===== src/tccu_pkg.sv =====
// constants and carrier types for the timer capture/compare unit
package tccu_pkg;

  // ----------------------------------------------------------------
  // sizes
  // ----------------------------------------------------------------
  localparam int unsigned CNT_W    = 16;
  localparam int unsigned PRE_W    = 6;
  localparam int unsigned TAP_STEP = 2;
  localparam int unsigned ADDR_W   = 8;

  // ----------------------------------------------------------------
  // register byte offsets
  // ----------------------------------------------------------------
  localparam logic [ADDR_W-1:0] OFS_CTRL = 8'h00;
  localparam logic [ADDR_W-1:0] OFS_MODE = 8'h04;
  localparam logic [ADDR_W-1:0] OFS_FFCR = 8'h08;
  localparam logic [ADDR_W-1:0] OFS_CMPA = 8'h0C;
  localparam logic [ADDR_W-1:0] OFS_CMPB = 8'h10;
  localparam logic [ADDR_W-1:0] OFS_CAPA = 8'h14;
  localparam logic [ADDR_W-1:0] OFS_CAPB = 8'h18;
  localparam logic [ADDR_W-1:0] OFS_CNT  = 8'h1C;
  localparam logic [ADDR_W-1:0] OFS_STAT = 8'h20;

  // ----------------------------------------------------------------
  // field positions
  // ----------------------------------------------------------------
  localparam int unsigned CTRL_RUN  = 0;
  localparam int unsigned CTRL_PRUN = 1;
  localparam int unsigned FF_SET    = 4;
  localparam int unsigned FF_CLR    = 5;
  localparam int unsigned FF_STATE  = 6;
  localparam int unsigned ST_MATCH_A = 0;
  localparam int unsigned ST_MATCH_B = 1;
  localparam int unsigned ST_CAP_A   = 2;
  localparam int unsigned ST_CAP_B   = 3;
  localparam int unsigned ST_W       = 4;

  // ----------------------------------------------------------------
  // encodings and reset values
  // ----------------------------------------------------------------
  localparam logic [1:0] CLK_EXT       = 2'h0;
  localparam logic [1:0] CAP_OFF       = 2'h0;
  localparam logic [1:0] CAP_TWO_PIN   = 2'h1;
  localparam logic [1:0] CAP_EDGE_PAIR = 2'h2;
  localparam logic [1:0] CAP_GATE      = 2'h3;
  localparam logic [1:0] RESP_OKAY     = 2'h0;
  localparam logic [1:0] RESP_SLVERR   = 2'h2;

  typedef struct packed {
    logic [1:0] cap_sel;
    logic [1:0] clk_sel;
  } tccu_mode_t;

  typedef struct packed {
    logic tog_cap_a;
    logic tog_b;
    logic tog_a;
  } tccu_ffcr_t;

  localparam tccu_mode_t RST_MODE = 4'h0;
  localparam tccu_ffcr_t RST_FFCR = 3'h0;

  typedef enum logic {PAIR_WAIT_RISE, PAIR_WAIT_FALL} tccu_pair_t;

endpackage


===== src/tccu_top.sv =====
// timer capture/compare channel with an axi4-lite register slave
//
// The address map and the AXI4-Lite register port are this design's own decisions.
`timescale 1ns/1ps
module tccu_top
  import tccu_pkg::*;
#(
  parameter int unsigned CW = CNT_W
) (
  input  wire logic              clock,
  input  wire logic              nrst,
  input  wire logic [ADDR_W-1:0] awaddr,
  input  wire logic              awvalid,
  output logic                   awready,
  input  wire logic [31:0]       wdata,
  input  wire logic [3:0]        wstrb,
  input  wire logic              wvalid,
  output logic                   wready,
  output logic [1:0]             bresp,
  output logic                   bvalid,
  input  wire logic              bready,
  input  wire logic [ADDR_W-1:0] araddr,
  input  wire logic              arvalid,
  output logic                   arready,
  output logic [31:0]            rdata,
  output logic [1:0]             rresp,
  output logic                   rvalid,
  input  wire logic              rready,
  input  wire logic              capture_input_a,
  input  wire logic              capture_input_b,
  input  wire logic              gate_timer_flipflop,
  output logic                   pulse_output,
  output logic                   match_b_irq,
  output logic                   ext_irq_a,
  output logic                   ext_irq_b
);

  // ----------------------------------------------------------------
  // functions
  // ----------------------------------------------------------------
  function automatic logic [CW-1:0] merge(input logic [CW-1:0] old,
                                          input logic [31:0]   wd,
                                          input logic [3:0]    st);
    logic [CW-1:0] r;
    r = old;
    for (int i = 0; i < CW / 8; i++) begin
      if (st[i]) begin
        r[8*i +: 8] = wd[8*i +: 8];
      end
    end
    return r;
  endfunction

  function automatic logic tap_tick(input logic [PRE_W-1:0] p,
                                    input logic [1:0]       s);
    logic [PRE_W-1:0] m;
    m = PRE_W'((32'd1 << (TAP_STEP * s)) - 32'd1);
    return (p & m) == m;
  endfunction

  // ----------------------------------------------------------------
  // state
  // ----------------------------------------------------------------
  logic [ADDR_W-1:0] aw_addr_q;
  logic [31:0]       w_data_q;
  logic [3:0]        w_strb_q;
  logic              aw_have_q;
  logic              w_have_q;
  logic              run_q;
  logic              prun_q;
  tccu_mode_t        mode_q;
  tccu_ffcr_t        ffcr_q;
  logic [CW-1:0]     cmpa_q;
  logic [CW-1:0]     cmpb_q;
  logic [CW-1:0]     capa_q;
  logic [CW-1:0]     capb_q;
  logic [CW-1:0]     cnt_q;
  logic [PRE_W-1:0]  pre_q;
  logic [ST_W-1:0]   stat_q;
  logic              ff_q;
  logic              a_meta_q;
  logic              a_sync_q;
  logic              a_prev_q;
  logic              b_meta_q;
  logic              b_sync_q;
  logic              b_prev_q;
  logic              g_prev_q;
  tccu_pair_t        pair_q;
  logic [31:0]       rd_d;
  logic              rd_ok;

  wire logic aw_take  = awvalid & awready;
  wire logic w_take   = wvalid & wready;
  wire logic ar_take  = arvalid & arready;
  wire logic do_write = aw_have_q & w_have_q & ~bvalid;
  wire logic [ADDR_W-1:0] wa = {aw_addr_q[ADDR_W-1:2], 2'b00};
  wire logic [ADDR_W-1:0] ra = {araddr[ADDR_W-1:2], 2'b00};
  wire logic wr_ctrl = do_write & (wa == OFS_CTRL);
  wire logic wr_ffcr = do_write & (wa == OFS_FFCR);
  wire logic wr_stat = do_write & (wa == OFS_STAT);
  wire logic wr_ok   = (wa == OFS_CTRL) | (wa == OFS_MODE) | (wa == OFS_FFCR)
                     | (wa == OFS_CMPA) | (wa == OFS_CMPB) | (wa == OFS_CAPA)
                     | (wa == OFS_CAPB) | (wa == OFS_CNT)  | (wa == OFS_STAT);

  // ----------------------------------------------------------------
  // axi4-lite write channel
  // ----------------------------------------------------------------
  // address and data are taken independently; the response waits for both
  always_ff @(posedge clock) begin
    if (!nrst) begin
      aw_have_q <= 1'b0;
      w_have_q  <= 1'b0;
      awready   <= 1'b0;
      wready    <= 1'b0;
      aw_addr_q <= '0;
      w_data_q  <= '0;
      w_strb_q  <= '0;
    end else begin
      if (aw_take) begin
        aw_addr_q <= awaddr;
      end
      if (w_take) begin
        w_data_q <= wdata;
        w_strb_q <= wstrb;
      end
      aw_have_q <= do_write ? 1'b0 : (aw_have_q | aw_take);
      w_have_q  <= do_write ? 1'b0 : (w_have_q | w_take);
      awready   <= do_write | ~(aw_have_q | aw_take);
      wready    <= do_write | ~(w_have_q | w_take);
    end
  end

  always_ff @(posedge clock) begin
    if (!nrst) begin
      bvalid <= 1'b0;
      bresp  <= RESP_OKAY;
    end else if (do_write) begin
      bvalid <= 1'b1;
      bresp  <= wr_ok ? RESP_OKAY : RESP_SLVERR;
    end else if (bready) begin
      bvalid <= 1'b0;
    end
  end

  // ----------------------------------------------------------------
  // axi4-lite read channel
  // ----------------------------------------------------------------
  always_comb begin
    rd_d  = '0;
    rd_ok = 1'b1;
    unique case (ra)
      OFS_CTRL: begin
        rd_d[CTRL_RUN]  = run_q;
        rd_d[CTRL_PRUN] = prun_q;
      end
      OFS_MODE: rd_d[$bits(tccu_mode_t)-1:0] = mode_q;
      OFS_FFCR: begin
        rd_d[$bits(tccu_ffcr_t)-1:0] = ffcr_q;
        rd_d[FF_STATE]               = ff_q;
      end
      OFS_CMPA: rd_d[CW-1:0] = cmpa_q;
      OFS_CMPB: rd_d[CW-1:0] = cmpb_q;
      OFS_CAPA: rd_d[CW-1:0] = capa_q;
      OFS_CAPB: rd_d[CW-1:0] = capb_q;
      OFS_CNT:  rd_d[CW-1:0] = cnt_q;
      OFS_STAT: rd_d[ST_W-1:0] = stat_q;
      default:  rd_ok = 1'b0;
    endcase
  end

  always_ff @(posedge clock) begin
    if (!nrst) begin
      arready <= 1'b0;
      rvalid  <= 1'b0;
      rdata   <= '0;
      rresp   <= RESP_OKAY;
    end else if (ar_take) begin
      arready <= 1'b0;
      rvalid  <= 1'b1;
      rdata   <= rd_d;
      rresp   <= rd_ok ? RESP_OKAY : RESP_SLVERR;
    end else if (rvalid) begin
      rvalid  <= ~rready;
      arready <= rready;
    end else begin
      arready <= 1'b1;
    end
  end

  // ----------------------------------------------------------------
  // pin synchronisers and edge detection
  // ----------------------------------------------------------------
  // the gate flip-flop comes from logic on this clock, so it is not synchronised
  always_ff @(posedge clock) begin
    if (!nrst) begin
      a_meta_q <= 1'b0;
      a_sync_q <= 1'b0;
      a_prev_q <= 1'b0;
      b_meta_q <= 1'b0;
      b_sync_q <= 1'b0;
      b_prev_q <= 1'b0;
      g_prev_q <= 1'b0;
    end else begin
      a_meta_q <= capture_input_a;
      a_sync_q <= a_meta_q;
      a_prev_q <= a_sync_q;
      b_meta_q <= capture_input_b;
      b_sync_q <= b_meta_q;
      b_prev_q <= b_sync_q;
      g_prev_q <= gate_timer_flipflop;
    end
  end

  wire logic a_rise = a_sync_q & ~a_prev_q;
  wire logic a_fall = ~a_sync_q & a_prev_q;
  wire logic b_rise = b_sync_q & ~b_prev_q;
  wire logic g_rise = gate_timer_flipflop & ~g_prev_q;
  wire logic g_fall = ~gate_timer_flipflop & g_prev_q;

  // ----------------------------------------------------------------
  // prescaler and up-counter
  // ----------------------------------------------------------------
  // the external clock is gated by the prescaler run bit too
  wire logic ext_clk = (mode_q.clk_sel == CLK_EXT);
  wire logic tick = run_q & prun_q
                  & (ext_clk ? a_rise : tap_tick(pre_q, mode_q.clk_sel));
  wire logic [CW-1:0] cnt_nx = cnt_q + CW'(1);
  wire logic match_a = tick & (cnt_nx == cmpa_q);
  wire logic match_b = tick & (cnt_nx == cmpb_q);

  always_ff @(posedge clock) begin
    if (!nrst || !prun_q) begin
      pre_q <= '0;
    end else begin
      pre_q <= pre_q + PRE_W'(1);
    end
  end

  // stopping the run bit clears the counter
  always_ff @(posedge clock) begin
    if (!nrst || !run_q) begin
      cnt_q <= '0;
    end else if (tick) begin
      cnt_q <= cnt_nx;
    end
  end

  // ----------------------------------------------------------------
  // capture triggers
  // ----------------------------------------------------------------
  wire logic pair_src = (mode_q.cap_sel == CAP_GATE);
  wire logic p_rise = pair_src ? g_rise : a_rise;
  wire logic p_fall = pair_src ? g_fall : a_fall;
  wire logic paired = (mode_q.cap_sel == CAP_EDGE_PAIR) | pair_src;
  wire logic cap_a_ev = (mode_q.cap_sel != CAP_OFF) & p_rise;
  wire logic cap_b_ev = paired ? (p_fall & (pair_q == PAIR_WAIT_FALL))
                               : ((mode_q.cap_sel == CAP_TWO_PIN) & b_rise);

  // the pair state re-arms after every falling capture, so pairs repeat
  always_ff @(posedge clock) begin
    if (!nrst || !paired) begin
      pair_q <= PAIR_WAIT_RISE;
    end else if (p_rise) begin
      pair_q <= PAIR_WAIT_FALL;
    end else if (cap_b_ev) begin
      pair_q <= PAIR_WAIT_RISE;
    end
  end

  always_ff @(posedge clock) begin
    if (!nrst) begin
      capa_q <= '0;
      capb_q <= '0;
    end else begin
      if (cap_a_ev) begin
        capa_q <= cnt_q;
      end
      if (cap_b_ev) begin
        capb_q <= cnt_q;
      end
    end
  end

  // ----------------------------------------------------------------
  // control registers
  // ----------------------------------------------------------------
  always_ff @(posedge clock) begin
    if (!nrst) begin
      run_q  <= 1'b0;
      prun_q <= 1'b0;
      mode_q <= RST_MODE;
      ffcr_q <= RST_FFCR;
      cmpa_q <= '0;
      cmpb_q <= '0;
    end else if (do_write) begin
      if (wr_ctrl && w_strb_q[0]) begin
        run_q  <= w_data_q[CTRL_RUN];
        prun_q <= w_data_q[CTRL_PRUN];
      end
      if (wa == OFS_MODE && w_strb_q[0]) begin
        mode_q <= w_data_q[$bits(tccu_mode_t)-1:0];
      end
      if (wr_ffcr && w_strb_q[0]) begin
        ffcr_q <= w_data_q[$bits(tccu_ffcr_t)-1:0];
      end
      if (wa == OFS_CMPA) begin
        cmpa_q <= merge(cmpa_q, w_data_q, w_strb_q);
      end
      if (wa == OFS_CMPB) begin
        cmpb_q <= merge(cmpb_q, w_data_q, w_strb_q);
      end
    end
  end

  // ----------------------------------------------------------------
  // timer flip-flop
  // ----------------------------------------------------------------
  // matches in one cycle cancel, since two toggles leave the level unchanged
  wire logic tog = (ffcr_q.tog_a & match_a)
                 ^ (ffcr_q.tog_b & match_b)
                 ^ (ffcr_q.tog_cap_a & cap_a_ev);
  wire logic sw_set = wr_ffcr & w_strb_q[0] & w_data_q[FF_SET];
  wire logic sw_clr = wr_ffcr & w_strb_q[0] & w_data_q[FF_CLR];

  // a software set or clear gives the initial level and wins over a toggle
  always_ff @(posedge clock) begin
    if (!nrst) begin
      ff_q <= 1'b0;
    end else if (sw_clr) begin
      ff_q <= 1'b0;
    end else if (sw_set) begin
      ff_q <= 1'b1;
    end else if (tog) begin
      ff_q <= ~ff_q;
    end
  end

  assign pulse_output = ff_q;

  // ----------------------------------------------------------------
  // event flags and interrupt lines
  // ----------------------------------------------------------------
  wire logic [ST_W-1:0] st_set = {cap_b_ev, cap_a_ev, match_b, match_a};
  wire logic [ST_W-1:0] st_clr = (wr_stat & w_strb_q[0]) ? w_data_q[ST_W-1:0] : '0;

  always_ff @(posedge clock) begin
    if (!nrst) begin
      stat_q      <= '0;
      match_b_irq <= 1'b0;
      ext_irq_a   <= 1'b0;
      ext_irq_b   <= 1'b0;
    end else begin
      stat_q      <= (stat_q & ~st_clr) | st_set; // set wins over clear
      match_b_irq <= match_b;
      ext_irq_a   <= a_sync_q;
      ext_irq_b   <= b_sync_q;
    end
  end

  // ----------------------------------------------------------------
  // assertions
  // ----------------------------------------------------------------
  cnt_step_a: assert property (@(posedge clock) disable iff (!nrst)
    tick |=> cnt_q == $past(cnt_q) + CW'(1)) else $error("counter missed a tick");
  cnt_wrap_a: assert property (@(posedge clock) disable iff (!nrst)
    tick && (&cnt_q) |=> cnt_q == '0) else $error("counter did not wrap to zero");
  ext_clk_a: assert property (@(posedge clock) disable iff (!nrst)
    run_q && prun_q && ext_clk && a_rise && !wr_ctrl |=> cnt_q != $past(cnt_q))
    else $error("external edge did not step counter");
  cap_a_load_a: assert property (@(posedge clock) disable iff (!nrst)
    cap_a_ev |=> capa_q == $past(cnt_q)) else $error("capture a value wrong");
  cap_hold_a: assert property (@(posedge clock) disable iff (!nrst)
    !cap_a_ev && !cap_b_ev |=> $stable(capa_q) && $stable(capb_q))
    else $error("capture register changed without trigger");
  pair_arm_a: assert property (@(posedge clock) disable iff (!nrst)
    mode_q.cap_sel == CAP_EDGE_PAIR && a_rise |=> pair_q == PAIR_WAIT_FALL)
    else $error("edge pair not armed by rise");
  pair_fall_a: assert property (@(posedge clock) disable iff (!nrst)
    mode_q.cap_sel == CAP_EDGE_PAIR && pair_q == PAIR_WAIT_FALL && a_fall
    |=> capb_q == $past(cnt_q)) else $error("edge pair fall capture missed");
  two_pin_a: assert property (@(posedge clock) disable iff (!nrst)
    mode_q.cap_sel == CAP_TWO_PIN && b_rise |=> capb_q == $past(cnt_q))
    else $error("input b capture missed");
  gate_rise_a: assert property (@(posedge clock) disable iff (!nrst)
    mode_q.cap_sel == CAP_GATE && g_rise |=> capa_q == $past(cnt_q))
    else $error("gate rise capture missed");
  ff_toggle_a: assert property (@(posedge clock) disable iff (!nrst)
    ffcr_q.tog_a && ffcr_q.tog_b && !ffcr_q.tog_cap_a && (match_a != match_b)
    && !sw_set && !sw_clr |=> pulse_output != $past(pulse_output))
    else $error("flip-flop did not toggle on match");
  irq_b_a: assert property (@(posedge clock) disable iff (!nrst)
    match_b |=> match_b_irq && stat_q[ST_MATCH_B]) else $error("match b irq missing");

endmodule


===== config.mk =====
export PLATFORM = sky130hd
export DESIGN_NAME = tccu_top
export DESIGN_NICKNAME = d
export VERILOG_FILES = /design/src/tccu_pkg.sv /design/src/tccu_top.sv
export SDC_FILE = /design/constraint.sdc
export NUM_CORES = 1
export LEC_CHECK = 0
export ABC_AREA = 1
export BUFFER_PORTS_ARGS = -buffer_cell sky130_fd_sc_hd__buf_4
export CAP_MARGIN = 20
export CORE_UTILIZATION = 31
export CTS_CLUSTER_DIAMETER = 200
export DETAILED_ROUTE_END_ITERATION = 10
export PLACE_DENSITY = 0.52
export SLEW_MARGIN = 5
export SYNTH_ARGS = -nofsm -noshare
export SYNTH_HDL_FRONTEND = slang
export SYNTH_SLANG_ARGS = --single-unit

===== constraint.sdc =====
create_clock -name clock -period 2.4 [get_ports clock]
set_clock_uncertainty 0.2 [all_clocks]
set_input_delay 0.12 -clock clock [delete_from_list [all_inputs] [get_ports clock]]
set_output_delay 0.12 -clock clock [all_outputs]
set_load 0.01 [all_outputs]

==> results of run 1 <==
[Yosys cell counts, drive strengths merged (3+ instances only)]
cell type	instances	share of area
inv	119	0.062
nand4	17	0.015
clkbuf	34	0.018
o22ai	10	0.0087
a211oi	36	0.037
nand2	171	0.091
xor2	5	0.0061
nor2	115	0.068
dfxtp	158	0.44
a31oi	4	0.0035
o21ai	111	0.078
buf	19	0.019
a21oi	103	0.071
nand3	52	0.037
nand3b	3	0.0031
nor3	6	0.0042
a22oi	5	0.0052
a221oi	15	0.018
[metal layers]
layer | part of all wire | vias to the layer above
li1 | - | 3648
met1 | 0.52 | 3163
met2 | 0.41 | 234
met3 | 0.056 | 27
met4 | 0.017 | 0
met5 | 0 | -
[final timing paths]
| path | endpoint | startpoint |
|---|---|---|
| setup / recovery | pulse_output | cnt_q[0] |
| hold / removal | aw_addr_q[7] | awvalid |
| setup reg to reg | pulse_output | cnt_q[0] |
| hold reg to reg | a_sync_q | a_meta_q |
[power by group]
part	switching (mW)	total, mW	internal (mW)	leakage (nW)
combinational	0.204	0.375	0.171	2.32
clock	1.08	2.55	1.47	0.265
sequential	0.0275	2.71	2.68	1.28
[sequential cells by signal (all words and copies together) (netlist names), 6 cells and up]
signal and flops:
capa_q 16, capb_q 16, cmpa_q 16, cmpb_q 16, cnt_q 16, rdata 16
w_data_q 16, aw_addr_q 6, pre_q 6
[logic make-up (layout without fill, tap and decap cells)]
| logic type | count (synthesis) | after routing | share of synthesized area |
|---|---|---|---|
| compound gates | 290 | 290 | 0.229 |
| xor+xnor | 7 | 7 | 0.00850 |
| fa+ha+maj | 2 | 2 | 0.00347 |
| buf+inv | 174 | 322 | 0.0999 |
| flops | 158 | 158 | 0.438 |
| other cells | 1 | 18 | 0.000520 |
| simple gates | 367 | 368 | 0.220 |
[critical path, cell delays in order, from the launching register on]
cell,delay (ns)
sky130_fd_sc_hd__dfxtp_4,0.36
sky130_fd_sc_hd__buf_6,0.11
sky130_fd_sc_hd__inv_2,0.05
sky130_fd_sc_hd__nor2_4,0.19
sky130_fd_sc_hd__buf_12,0.13
sky130_fd_sc_hd__nand4_1,0.16
sky130_fd_sc_hd__buf_4,0.19
sky130_fd_sc_hd__nand2_2,0.10
sky130_fd_sc_hd__nand2_1,0.06
sky130_fd_sc_hd__nand2_1,0.06
sky130_fd_sc_hd__nor2_1,0.05
sky130_fd_sc_hd__nand2_1,0.10
sky130_fd_sc_hd__nor2_4,0.05
sky130_fd_sc_hd__nand2_2,0.06
sky130_fd_sc_hd__nor2_2,0.03
sky130_fd_sc_hd__nand2_1,0.07
sky130_fd_sc_hd__nand2_1,0.05
sky130_fd_sc_hd__nand2_1,0.05
sky130_fd_sc_hd__nand3_1,0.06
sky130_fd_sc_hd__nand2_1,0.06
sky130_fd_sc_hd__inv_1,0.03
[what timing repair did]
item | in CTS | in global routing
endpoints found under the hold margin | 49 | 0
buffers inserted | 0 | 2
gates resized for setup | 6 | 25
hold buffers | 42 | 0
pin swaps | 2 | 11
setup endpoints to repair | 3 | 3
cloned | 1 | 0
[final cells by class]
cell class	count	area (sq um)
clock buffer	21	460
inverter	121	454
fill	2355	13300
sequential	158	3180
timing repair buffer	170	1400
tap	285	357
clock inverter	10	90.1
multi-input combinational	685	3500
==> insert_results.sql, run 1 <==
INSERT INTO impl_metrics (metric_group, metric, value, unit) VALUES
('timing', 'worstMarginPinSlew', '0.640', 'ns'),
('routing', 'drt_wl_total', '21.7', 'mm'),
('timing', 'rsz0062_at_grt', 'yes', ''),
('timing', 'setup-violations-final', '0', ''),
('timing', 'min_period', '2.32', 'ns'),
('timing', 'setup_total_negative_slack', '0', 'ns'),
('critical_path', 'criticalPathCategory', 'reg -> reg', ''),
('clock_network', 'clock_tree.root_cell', 'sky130_fd_sc_hd__clkbuf_16', ''),
('finish', 'drive_above_1_share', '0.173', ''),
('clock_network', 'clkSlewWorstSetupHoldPaths', '0.06', 'ns'),
('finish', 'finalNetCount', '1217', ''),
('routing', 'postRouteAntennaNets', '0', ''),
('routing', 'drt_pass1_iterations', '5', ''),
('critical_path', 'critical_path_arrival', '2.45', 'ns'),
('timing', 'finalHoldViolCount', '0', ''),
('timing', 'hold-worst-slack', '0.0345', 'ns'),
('logic_synthesis', 'sequential_to_total_area_share_from_yosys_stat', '0.438', ''),
('placed_design', 'io_buffers', '66', ''),
('global_route', 'largest_net_degree_at_the_start_of_global_routing', '37', ''),
('routing', 'drt-wirelength-per-cell', '14.9', 'um'),
('power_and_ir_drop', 'totalPowerFinal', '5.64', 'mW'),
('logic_synthesis', 'synthesis.area_per_instance', '7.22', 'sq um'),
('finish', 'layout.cells.non_filler', '1450', ''),
('finish', 'syn_to_final_growth', '30.8', '%'),
('placed_design', 'dp_hpwl', '16.2', 'mm'),
('clock_network', 'ctsHtreeMaxLevel', '4', ''),
('status', 'run_status', 'completed', ''),
('die', 'design.die.area', '0.0239', 'sq mm'),
('global_route', 'global_route_met3_usage', '0.0269', ''),
('die', 'floorplan.die.width', '155', 'um'),
('finish', 'final_cell_mix', 'sky130_fd_sc_hd__nand2_1 (159), sky130_fd_sc_hd__dfxtp_1 (152), sky130_fd_sc_hd__buf_4 (126), sky130_fd_sc_hd__inv_1 (117), sky130_fd_sc_hd__o21ai_0 (109)', ''),
('timing', 'drv_slew', '0', ''),
('critical_path', 'cp_max_fo', '4', ''),
('logic_synthesis', 'postSynthRegisterBits', '158', ''),
('timing', 'slew_headroom', '0.572', ''),
('min_path', 'hold_path_class', 'in -> reg', ''),
('die', 'fp.coreArea', '0.0227', 'sq mm'),
('logic_synthesis', 'synth_edf_count', '0', ''),
('power_and_ir_drop', 'static-leakage-power', '3.87', 'nW'),
('global_route', 'grt_first_pass_wirelength', '34.2', 'mm'),
('global_route', 'leftover_overflow_at_the_end_of_global_routing', '0', ''),
('clock_network', 'cts_tree', 'built', ''),
('timing', 'final_period_util', '0.965', ''),
('logic_synthesis', 'asyncSetResetFlopFracSynth', '0', ''),
('power_and_ir_drop', 'power.ir.vdd_worst', '0.000378', 'V'),
('clock_network', 'maximum_clock_path_buffer_count', '2', ''),
('die', 'core.rowCount', '55', ''),
('placed_design', 'placedCellCount', '1374', ''),
('critical_path', 'crit_path_capture_type', 'flip-flop', ''),
('placed_design', 'dp_slack', '-0.0707', 'ns'),
('global_route', 'use_met1', '0.279', ''),
('timing', 'setup_ws', '0.0844', 'ns'),
('die', 'top_level_ports', '107', ''),
('run', 'max_cap_violations', '0', ''),
('global_route', 'grt_use_met2', '0.263', ''),
('clock_network', 'clock-sinks', '158', ''),
('routing', 'drc', '0', ''),
('finish', 'finish.utilization', '0.415', ''),
('global_route', 'global_route.peak_usage_layer', 'met1', ''),
('placed_design', 'cell_area_after_placement', '0.00833', 'sq mm'),
('die', 'initial_core_util', '0.318', ''),
('global_route', 'globalRouteTotalUtil', '0.184', ''),
('logic_synthesis', 'netlist-cell-type-count', '38', ''),
('logic_synthesis', 'yosys_warning_total', '0', ''),
('die', 'floorplan.die.height', '155', 'um'),
('routing', 'vias_per_cell', '4.88', ''),
('global_route', 'initial_antenna_violation_count', '0', ''),
('global_route', 'vias_in_the_first_global_route', '6219', ''),
('routing', 'dr.first_iter.drc_count', '567', ''),
('logic_synthesis', 'netlist_instances', '999', ''),
('placed_design', 'globalplace.congestion', '0.871', '');
No activity file was read; power rests on OpenSTA's default activity.
==> run 2: changes to the inputs <==
ABC_AREA = default   (was 1)
CORE_UTILIZATION = 35   (was 31)
PLACE_DENSITY = 0.56   (was 0.52)
==> run 2 against run 1 <==
The flow now finishes with violations (setup timing); global-route usage grew 1.5 points; sequential power about the same; combinational power grew 5.3%; total power grew 3.6%; routed wire length increased by 2.9%; clock-buffer cell count shrank 3; critical path depth decreased by 10; critical path type unchanged; largest power group is now the clock network.
==> insert_results.sql, run 2 <==
INSERT INTO impl_metrics (metric_group, metric, value, unit) VALUES
('status', 'run_status', 'complete, but fails checks', ''),
('status', 'violations', 'setup timing', ''),
('timing', 'finalHoldViolCount', '0', ''),
('critical_path', 'cp_max_fo', '6', ''),
('placed_design', 'dp_slack', '-0.292', 'ns'),
('placed_design', 'io_buffers', '66', ''),
('logic_synthesis', 'synth_edf_count', '0', ''),
('clock_network', 'cts_inserted_buffers', '17', ''),
('logic_synthesis', 'synth_top_area_share', '0.402', ''),
('clock_network', 'maximum_clock_path_buffer_count', '2', ''),
('logic_synthesis', 'synthesis.area_per_instance', '9.00', 'sq um'),
('routing', 'drt-wirelength-per-cell', '16.7', 'um'),
('timing', 'setup-violations-final', '4', ''),
('routing', 'dr.first_iter.drc_count', '391', ''),
('die', 'design.die.area', '0.0231', 'sq mm'),
('logic_synthesis', 'netlist_instances', '873', ''),
('die', 'fp.coreArea', '0.0219', 'sq mm'),
('placed_design', 'dp_hpwl', '16.1', 'mm'),
('logic_synthesis', 'synth.top_cells.by_area', 'sky130_fd_sc_hd__dfxtp_1 (40%), sky130_fd_sc_hd__mux2i_1 (11%), sky130_fd_sc_hd__nor2b_1 (6.4%)', ''),
('logic_synthesis', 'synthTopCellsByCount', 'sky130_fd_sc_hd__dfxtp_1 (158), sky130_fd_sc_hd__nand2_1 (103), sky130_fd_sc_hd__mux2i_1 (84), sky130_fd_sc_hd__nor2b_1 (81), sky130_fd_sc_hd__nor2_1 (68)', ''),
('power_and_ir_drop', 'net-switching-power', '1.41', 'mW'),
('clock_network', 'cts_tree', 'built', ''),
('finish', 'insertedDiodeCount', '0', ''),
('power_and_ir_drop', 'power.clock.fraction', '0.467', ''),
('power_and_ir_drop', 'power.ir.vdd_worst', '0.000473', 'V'),
('critical_path', 'critical_path_arrival', '2.82', 'ns'),
('min_path', 'hold_path_class', 'in -> reg', ''),
('finish', 'post-route-cell-area', '0.0104', 'sq mm'),
('logic_synthesis', 'sequential_to_total_area_share_from_yosys_stat', '0.402', ''),
('finish', 'multi_input_comb_area', '0.00452', 'sq mm'),
('clock_network', 'ctsHtreeMaxLevel', '4', ''),
('routing', 'drt_pass1_iterations', '6', ''),
('routing', 'drc', '0', ''),
('placed_design', 'globalplace.congestion', '0.879', ''),
('critical_path', 'crit_path_capture_type', 'flip-flop', ''),
('critical_path', 'criticalPathCategory', 'reg -> reg', ''),
('critical_path', 'worst_ep_required_time', '2.57', 'ns'),
('placed_design', 'placedCellCount', '1257', ''),
('power_and_ir_drop', 'proportion_of_total_power_due_to_net_switching', '0.242', ''),
('power_and_ir_drop', 'power.density_cell_area', '563', 'mW/mm^2'),
('die', 'initial_core_util', '0.359', ''),
('global_route', 'grt_first_pass_wirelength', '36.1', 'mm'),
('logic_synthesis', 'ys.flop_type', 'sky130_fd_sc_hd__dfxtp_1', ''),
('die', 'core.rowCount', '54', ''),
('finish', 'layout.cells.non_filler', '1336', ''),
('timing', 'rsz0062_at_grt', 'yes', ''),
('die', 'top_level_ports', '107', ''),
('placed_design', 'cell_area_after_placement', '0.00922', 'sq mm'),
('finish', 'syn_to_final_growth', '32.0', '%'),
('logic_synthesis', 'yosys_warning_total', '0', ''),
('finish', 'layout.cells.most_common', 'sky130_fd_sc_hd__buf_4', ''),
('finish', 'final_cell_mix', 'sky130_fd_sc_hd__buf_4 (157), sky130_fd_sc_hd__dfxtp_1 (151), sky130_fd_sc_hd__nand2_1 (103), sky130_fd_sc_hd__mux2i_1 (84), sky130_fd_sc_hd__nor2b_1 (81)', ''),
('logic_synthesis', 'yosys.cell_count.top_type', 'sky130_fd_sc_hd__dfxtp_1', ''),
('global_route', 'largest_net_degree_at_the_start_of_global_routing', '64', ''),
('finish', 'finalNetCount', '1107', ''),
('timing', 'worstMarginPinSlew', '0.782', 'ns'),
('finish', 'drive_above_1_share', '0.228', ''),
('logic_synthesis', 'netlist-cell-type-count', '58', ''),
('power_and_ir_drop', 'comb_power_share', '0.068', ''),
('finish', 'filler_cells', '2099', ''),
('die', 'floorplan.die.width', '152', 'um'),
('logic_synthesis', 'asyncSetResetFlopFracSynth', '0', ''),
('logic_synthesis', 'postSynthRegisterBits', '158', ''),
('clock_network', 'clkSlewWorstSetupHoldPaths', '0.06', 'ns'),
('timing', 'drv_slew', '0', ''),
('run', 'max_cap_violations', '0', ''),
('global_route', 'leftover_overflow_at_the_end_of_global_routing', '0', ''),
('routing', 'vias_per_cell', '4.98', ''),
('timing', 'min_period', '2.65', 'ns'),
('timing', 'final_period_util', '1.10', ''),
('clock_network', 'clock-sinks', '158', ''),
('logic_synthesis', 'syn_area', '0.00786', 'sq mm'),
('timing', 'slew_headroom', '0.474', ''),
('global_route', 'initial_antenna_violation_count', '0', ''),
('global_route', 'vias_in_the_first_global_route', '6559', ''),
('timing', 'setup_ws', '-0.248', 'ns'),
('critical_path', 'critPathLaunchType', 'flip-flop', ''),
('finish', 'seq_area', '0.00317', 'sq mm'),
('die', 'floorplan.die.height', '152', 'um'),
('routing', 'drt_wl_total', '22.3', 'mm'),
('routing', 'postRouteAntennaNets', '0', ''),
('routing', 'num_vias', '6651', ''),
('power_and_ir_drop', 'intPower', '4.43', 'mW'),
('power_and_ir_drop', 'static-leakage-power', '4.11', 'nW'),
('critical_path', 'regToRegSetupSlack', '-0.25', 'ns'),
('logic_synthesis', 'synth_largest_area_cell', 'sky130_fd_sc_hd__dfxtp_1', ''),
('clock_network', 'clk_latency', '0.43', 'ns'),
('global_route', 'globalRouteTotalUtil', '0.199', ''),
('power_and_ir_drop', 'p_seq_frac', '0.465', ''),
('clock_network', 'clock_tree.root_cell', 'sky130_fd_sc_hd__clkbuf_16', ''),
('timing', 'fmaxAchievable', '378', 'MHz');
-- run 2: cell count changes in the layout (fill, tap and decap cells not counted), moves of 30 or more --
cell,delta
sky130_fd_sc_hd__o21ai_0,-91
sky130_fd_sc_hd__inv_1,-110
sky130_fd_sc_hd__nand3_1,-30
sky130_fd_sc_hd__nor2_1,-34
sky130_fd_sc_hd__a21oi_1,-79
sky130_fd_sc_hd__buf_4,+31
sky130_fd_sc_hd__a211oi_1,-33
sky130_fd_sc_hd__nand2_1,-56
sky130_fd_sc_hd__nor2b_1,+81
sky130_fd_sc_hd__mux2i_1,+84
-- run 2: per-stage QoR --
step           utilization  power, mW  setup TNS (ns)  hold WS, ns
2_1_floorplan            -       2.97         -0.0749       0.0417
3_3_place_gp         0.421       3.11          -0.679        0.129
3_5_place_dp         0.421       3.12          -0.861        0.134
4_1_cts              0.471       5.89          -0.522      0.00286
5_1_grt              0.474       6.05          -0.921       0.0290
6_report             0.474       5.84          -0.537      0.00882
-- run 2: kinds of logic (layout without fill, tap and decap cells) --
group	after synthesis	in the layout	share of synthesized area
other cells	1	18	0.000477
buf+inv	81	247	0.0509
fa+ha+maj	2	2	0.00318
flops	158	158	0.402
xor+xnor	63	63	0.0720
mux	92	92	0.127
compound gates	125	125	0.111
simple gates	351	351	0.233
-- run 2: critical path: stages, from the launching register on --
cell	delay, ns
sky130_fd_sc_hd__dfxtp_2	0.36
sky130_fd_sc_hd__buf_6	0.11
sky130_fd_sc_hd__nand4_1	0.11
sky130_fd_sc_hd__buf_6	0.16
sky130_fd_sc_hd__or3_4	0.34
sky130_fd_sc_hd__xor2_1	0.15
sky130_fd_sc_hd__o2111ai_1	0.14
sky130_fd_sc_hd__or3_4	0.42
sky130_fd_sc_hd__nor4_4	0.22
sky130_fd_sc_hd__xnor3_1	0.26
sky130_fd_sc_hd__a21oi_2	0.11
-- run 2: path summary, 6_finish.rpt --
check	start	end	cells past startpoint
setup / recovery	cnt_q[1]	pulse_output	10
setup reg to reg	cnt_q[1]	pulse_output	10
hold reg to reg	b_meta_q	b_sync_q	1
hold / removal	araddr[6]	rdata[1]	5
-- run 2: power by group through the flow --
stage / combinational [mW] / sequential [mW] / clock [mW]
final: 0.395 / 2.72 / 2.73
after global routing: 0.431 / 2.72 / 2.90
after CTS: 0.396 / 2.72 / 2.78
after detailed placement: 0.341 / 2.78 / 0
after global placement: 0.339 / 2.77 / 0
after floorplan: 0.200 / 2.77 / 0
-- run 2: per-layer routing --
layer	routed length [um]	up-vias	track usage
li1	-	3321	-
met1	11000	3133	0.277
met2	10000	178	0.314
met3	1000	19	0.0382
met4	291	0	0.0543
met5	0	-	0
-- run 2: final cells by class --
type	instances	area share
inverters	7	0.00253
well taps	280	0.0338
clock buffers	18	0.0414
flip-flops and latches	158	0.306
repair buffers	208	0.166
clock inverters	14	0.0151
multi-input cells	651	0.435
-- run 2: what timing repair did --
| action | in CTS | in global routing |
|---|---|---|
| hold endpoints to repair | 34 | 0 |
| pin swaps | 3 | 10 |
| hold buffers | 44 | 0 |
| cloned | 0 | 0 |
| gates resized for setup | 13 | 11 |
| setup endpoints to repair | 4 | 4 |
| buffers inserted | 2 | 1 |
==> run 3: changes to the inputs <==
PLACE_DENSITY = default   (was 0.56)
clock period = 3.2 ns   (was 2.4 ns; I/O delays follow)
==> run 3 against run 2 <==
The flow now finishes without violations; global-route usage fell by 2.2 points; total power fell by 26%; highest routed layer unchanged; non-clock buffer count fell by 68; sequential cell count did not move; utilization fell by 3.2 points; register-to-register slack improved by 0.51 ns; clock power fell by 26%.
==> insert_results.sql, run 3 (synthesis results as in run 2) <==
INSERT INTO impl_metrics (metric_group, metric, value, unit) VALUES
('routing', 'dr.first_iter.drc_count', '319', ''),
('routing', 'drc', '0', ''),
('critical_path', 'criticalPathCategory', 'reg -> reg', ''),
('placed_design', 'dp_hpwl', '14.2', 'mm'),
('die', 'design.die.area', '0.0231', 'sq mm'),
('routing', 'postRouteAntennaNets', '0', ''),
('critical_path', 'critical_path.reg2reg.startpoint', 'cnt_q[1]', ''),
('timing', 'final_period_util', '0.919', ''),
('clock_network', 'cts_tree', 'built', ''),
('finish', 'final_cell_mix', 'sky130_fd_sc_hd__dfxtp_1 (158), sky130_fd_sc_hd__nand2_1 (103), sky130_fd_sc_hd__buf_4 (97), sky130_fd_sc_hd__mux2i_1 (84), sky130_fd_sc_hd__nor2b_1 (81)', ''),
('clock_network', 'clkSlewWorstSetupHoldPaths', '0.06', 'ns'),
('routing', 'drt_pass1_iterations', '5', ''),
('critical_path', 'crit-reg2reg-capture', 'pulse_output', ''),
('run', 'max_cap_violations', '0', ''),
('critical_path', 'crit_path_top_delay_cell', 'sky130_fd_sc_hd__dfxtp_1', ''),
('routing', 'drt-wirelength-per-cell', '15.9', 'um'),
('critical_path', 'critical_path.cell_chain', 'nand4_1, nor4_1, buf_4, xnor2_1, xnor2_1, or3_4, nor4_4, xnor3_1, a21oi_1', ''),
('routing', 'num_vias', '6318', ''),
('critical_path', 'cp_num_cells', '9', ''),
('power_and_ir_drop', 'power.ir.vdd_worst', '0.000428', 'V'),
('timing', 'finalHoldViolCount', '0', ''),
('clock_network', 'clock-sinks', '158', ''),
('critical_path', 'cp_max_fo', '8', ''),
('routing', 'vias_per_cell', '4.98', ''),
('critical_path', 'worst_ep_required_time', '3.36', 'ns'),
('clock_network', 'clock_tree.root_cell', 'sky130_fd_sc_hd__clkbuf_16', ''),
('clock_network', 'clk_latency', '0.43', 'ns'),
('timing', 'min_period', '2.94', 'ns'),
('timing', 'drv_slew', '0', ''),
('critical_path', 'timing.critical_path.mode_cell', 'sky130_fd_sc_hd__xnor2_1', ''),
('timing', 'setup-violations-final', '0', ''),
('die', 'fp.coreArea', '0.0219', 'sq mm'),
('global_route', 'initial_antenna_violation_count', '0', ''),
('global_route', 'leftover_overflow_at_the_end_of_global_routing', '0', ''),
('timing', 'rsz0062_at_grt', 'no', ''),
('die', 'floorplan.die.width', '152', 'um'),
('die', 'top_level_ports', '107', ''),
('critical_path', 'capture_point_of_the_worst_path', 'pulse_output', ''),
('critical_path', 'critical_path_arrival', '3.10', 'ns'),
('die', 'core.rowCount', '54', ''),
('finish', 'finalNetCount', '1039', ''),
('global_route', 'grt_first_pass_wirelength', '32.7', 'mm'),
('finish', 'finish.utilization', '0.442', ''),
('placed_design', 'cell_area_after_placement', '0.00864', 'sq mm'),
('timing', 'slew_headroom', '0.499', ''),
('global_route', 'globalRouteTotalUtil', '0.177', ''),
('die', 'initial_core_util', '0.359', ''),
('global_route', 'largest_net_degree_at_the_start_of_global_routing', '55', ''),
('timing', 'fmaxAchievable', '340', 'MHz'),
('critical_path', 'timing.critical_path.slowest_cell_delay', '0.45', 'ns'),
('critical_path', 'reg2regPathDepth', '9', ''),
('finish', 'insertedDiodeCount', '0', ''),
('finish', 'layout.cells.most_common', 'sky130_fd_sc_hd__dfxtp_1', ''),
('critical_path', 'critical_path_s_top_delay_family', 'simple AND/OR/NAND/NOR gates', ''),
('status', 'run_status', 'completed', ''),
('placed_design', 'io_buffers', '66', ''),
('critical_path', 'crit_path_capture_type', 'flip-flop', ''),
('finish', 'syn_to_final_growth', '23.0', '%'),
('timing', 'setup_total_negative_slack', '0', 'ns'),
('critical_path', 'setup.worst_path.start', 'cnt_q[1]', ''),
('critical_path', 'critPathLaunchType', 'flip-flop', ''),
('power_and_ir_drop', 'totalPowerFinal', '4.34', 'mW'),
('clock_network', 'maximum_clock_path_buffer_count', '2', ''),
('power_and_ir_drop', 'power.density_cell_area', '448', 'mW/mm^2'),
('die', 'floorplan.die.height', '152', 'um'),
('critical_path', 'critical_path_buf_inv_count', '1', ''),
('routing', 'drt_wl_total', '20.1', 'mm'),
('power_and_ir_drop', 'static-leakage-power', '3.73', 'nW'),
('finish', 'post-route-cell-area', '0.00967', 'sq mm'),
('placed_design', 'placedCellCount', '1193', ''),
('critical_path', 'regToRegSetupSlack', '0.26', 'ns'),
('placed_design', 'globalplace.congestion', '0.871', ''),
('finish', 'drive_above_1_share', '0.151', ''),
('clock_network', 'cts_inserted_buffers', '17', ''),
('timing', 'worstMarginPinSlew', '0.745', 'ns'),
('clock_network', 'cts_post_setup_buffers_inserted', '0', ''),
('finish', 'filler_cells', '2173', ''),
('global_route', 'vias_in_the_first_global_route', '6115', ''),
('min_path', 'hold_path_class', 'in -> reg', ''),
('clock_network', 'ctsHtreeMaxLevel', '4', ''),
('finish', 'layout.cells.non_filler', '1268', '');
[run 3: what timing repair did]
| action | 4_1_cts | 5_1_grt |
|---|---|---|
| hold buffers | 43 | 0 |
| endpoints found under the hold margin | 33 | 0 |
| resized for setup | 0 | 0 |
[run 3: worst min-delay path: stages]
cell and delay [ns]:
sky130_fd_sc_hd__buf_4 0.13, sky130_fd_sc_hd__nand2b_1 0.19, sky130_fd_sc_hd__nand2b_1 0.12, sky130_fd_sc_hd__a21oi_1 0.05
[run 3: per-layer routing]
layer / global-route usage / routed length (um) / up-vias
met2: 0.289 / 9200 / 151
li1: - / - / 3180
met4: 0.0538 / 392 / 0
met3: 0.0394 / 990 / 30
met1: 0.233 / 9520 / 2957
met5: 0 / 0 / -
[run 3: worst min-delay path by stage]
stage	depth (start not counted)	from	end	slack [ns]
floorplan	1	gate_timer_flipflop	g_prev_q	0.08
global placement	2	capture_input_b	b_meta_q	0.17
detailed placement	2	capture_input_b	b_meta_q	0.18
CTS	4	araddr[4]	rdata[1]	0.06
global route	4	araddr[4]	rdata[1]	0.09
finish	4	araddr[4]	rdata[0]	0.08
[run 3: cell type report]
type | count | area, sq um | share of cell area
Timing Repair Buffer | 140 | 1160 | 0.120
Tap cell | 280 | 350 | 0.0362
Clock buffer | 20 | 467 | 0.0483
Clock inverter | 12 | 128 | 0.0132
Multi-Input combinational cell | 651 | 4380 | 0.453
Inverter | 7 | 26.3 | 0.00272
Sequential cell | 158 | 3160 | 0.327
[run 3: power breakdown]
part	internal [mW]	switching (mW)
Combinational	0.146	0.137
Clock	1.15	0.861
Sequential	2.01	0.0336
[run 3: stage by stage]
stage | hold slack, ns | setup slack, ns
after CTS | 0.0612 | 0.249
after global placement | 0.168 | 0.316
after global routing | 0.0922 | 0.0704
final | 0.0771 | 0.259
after detailed placement | 0.180 | 0.277
after floorplan | 0.0817 | 0.401
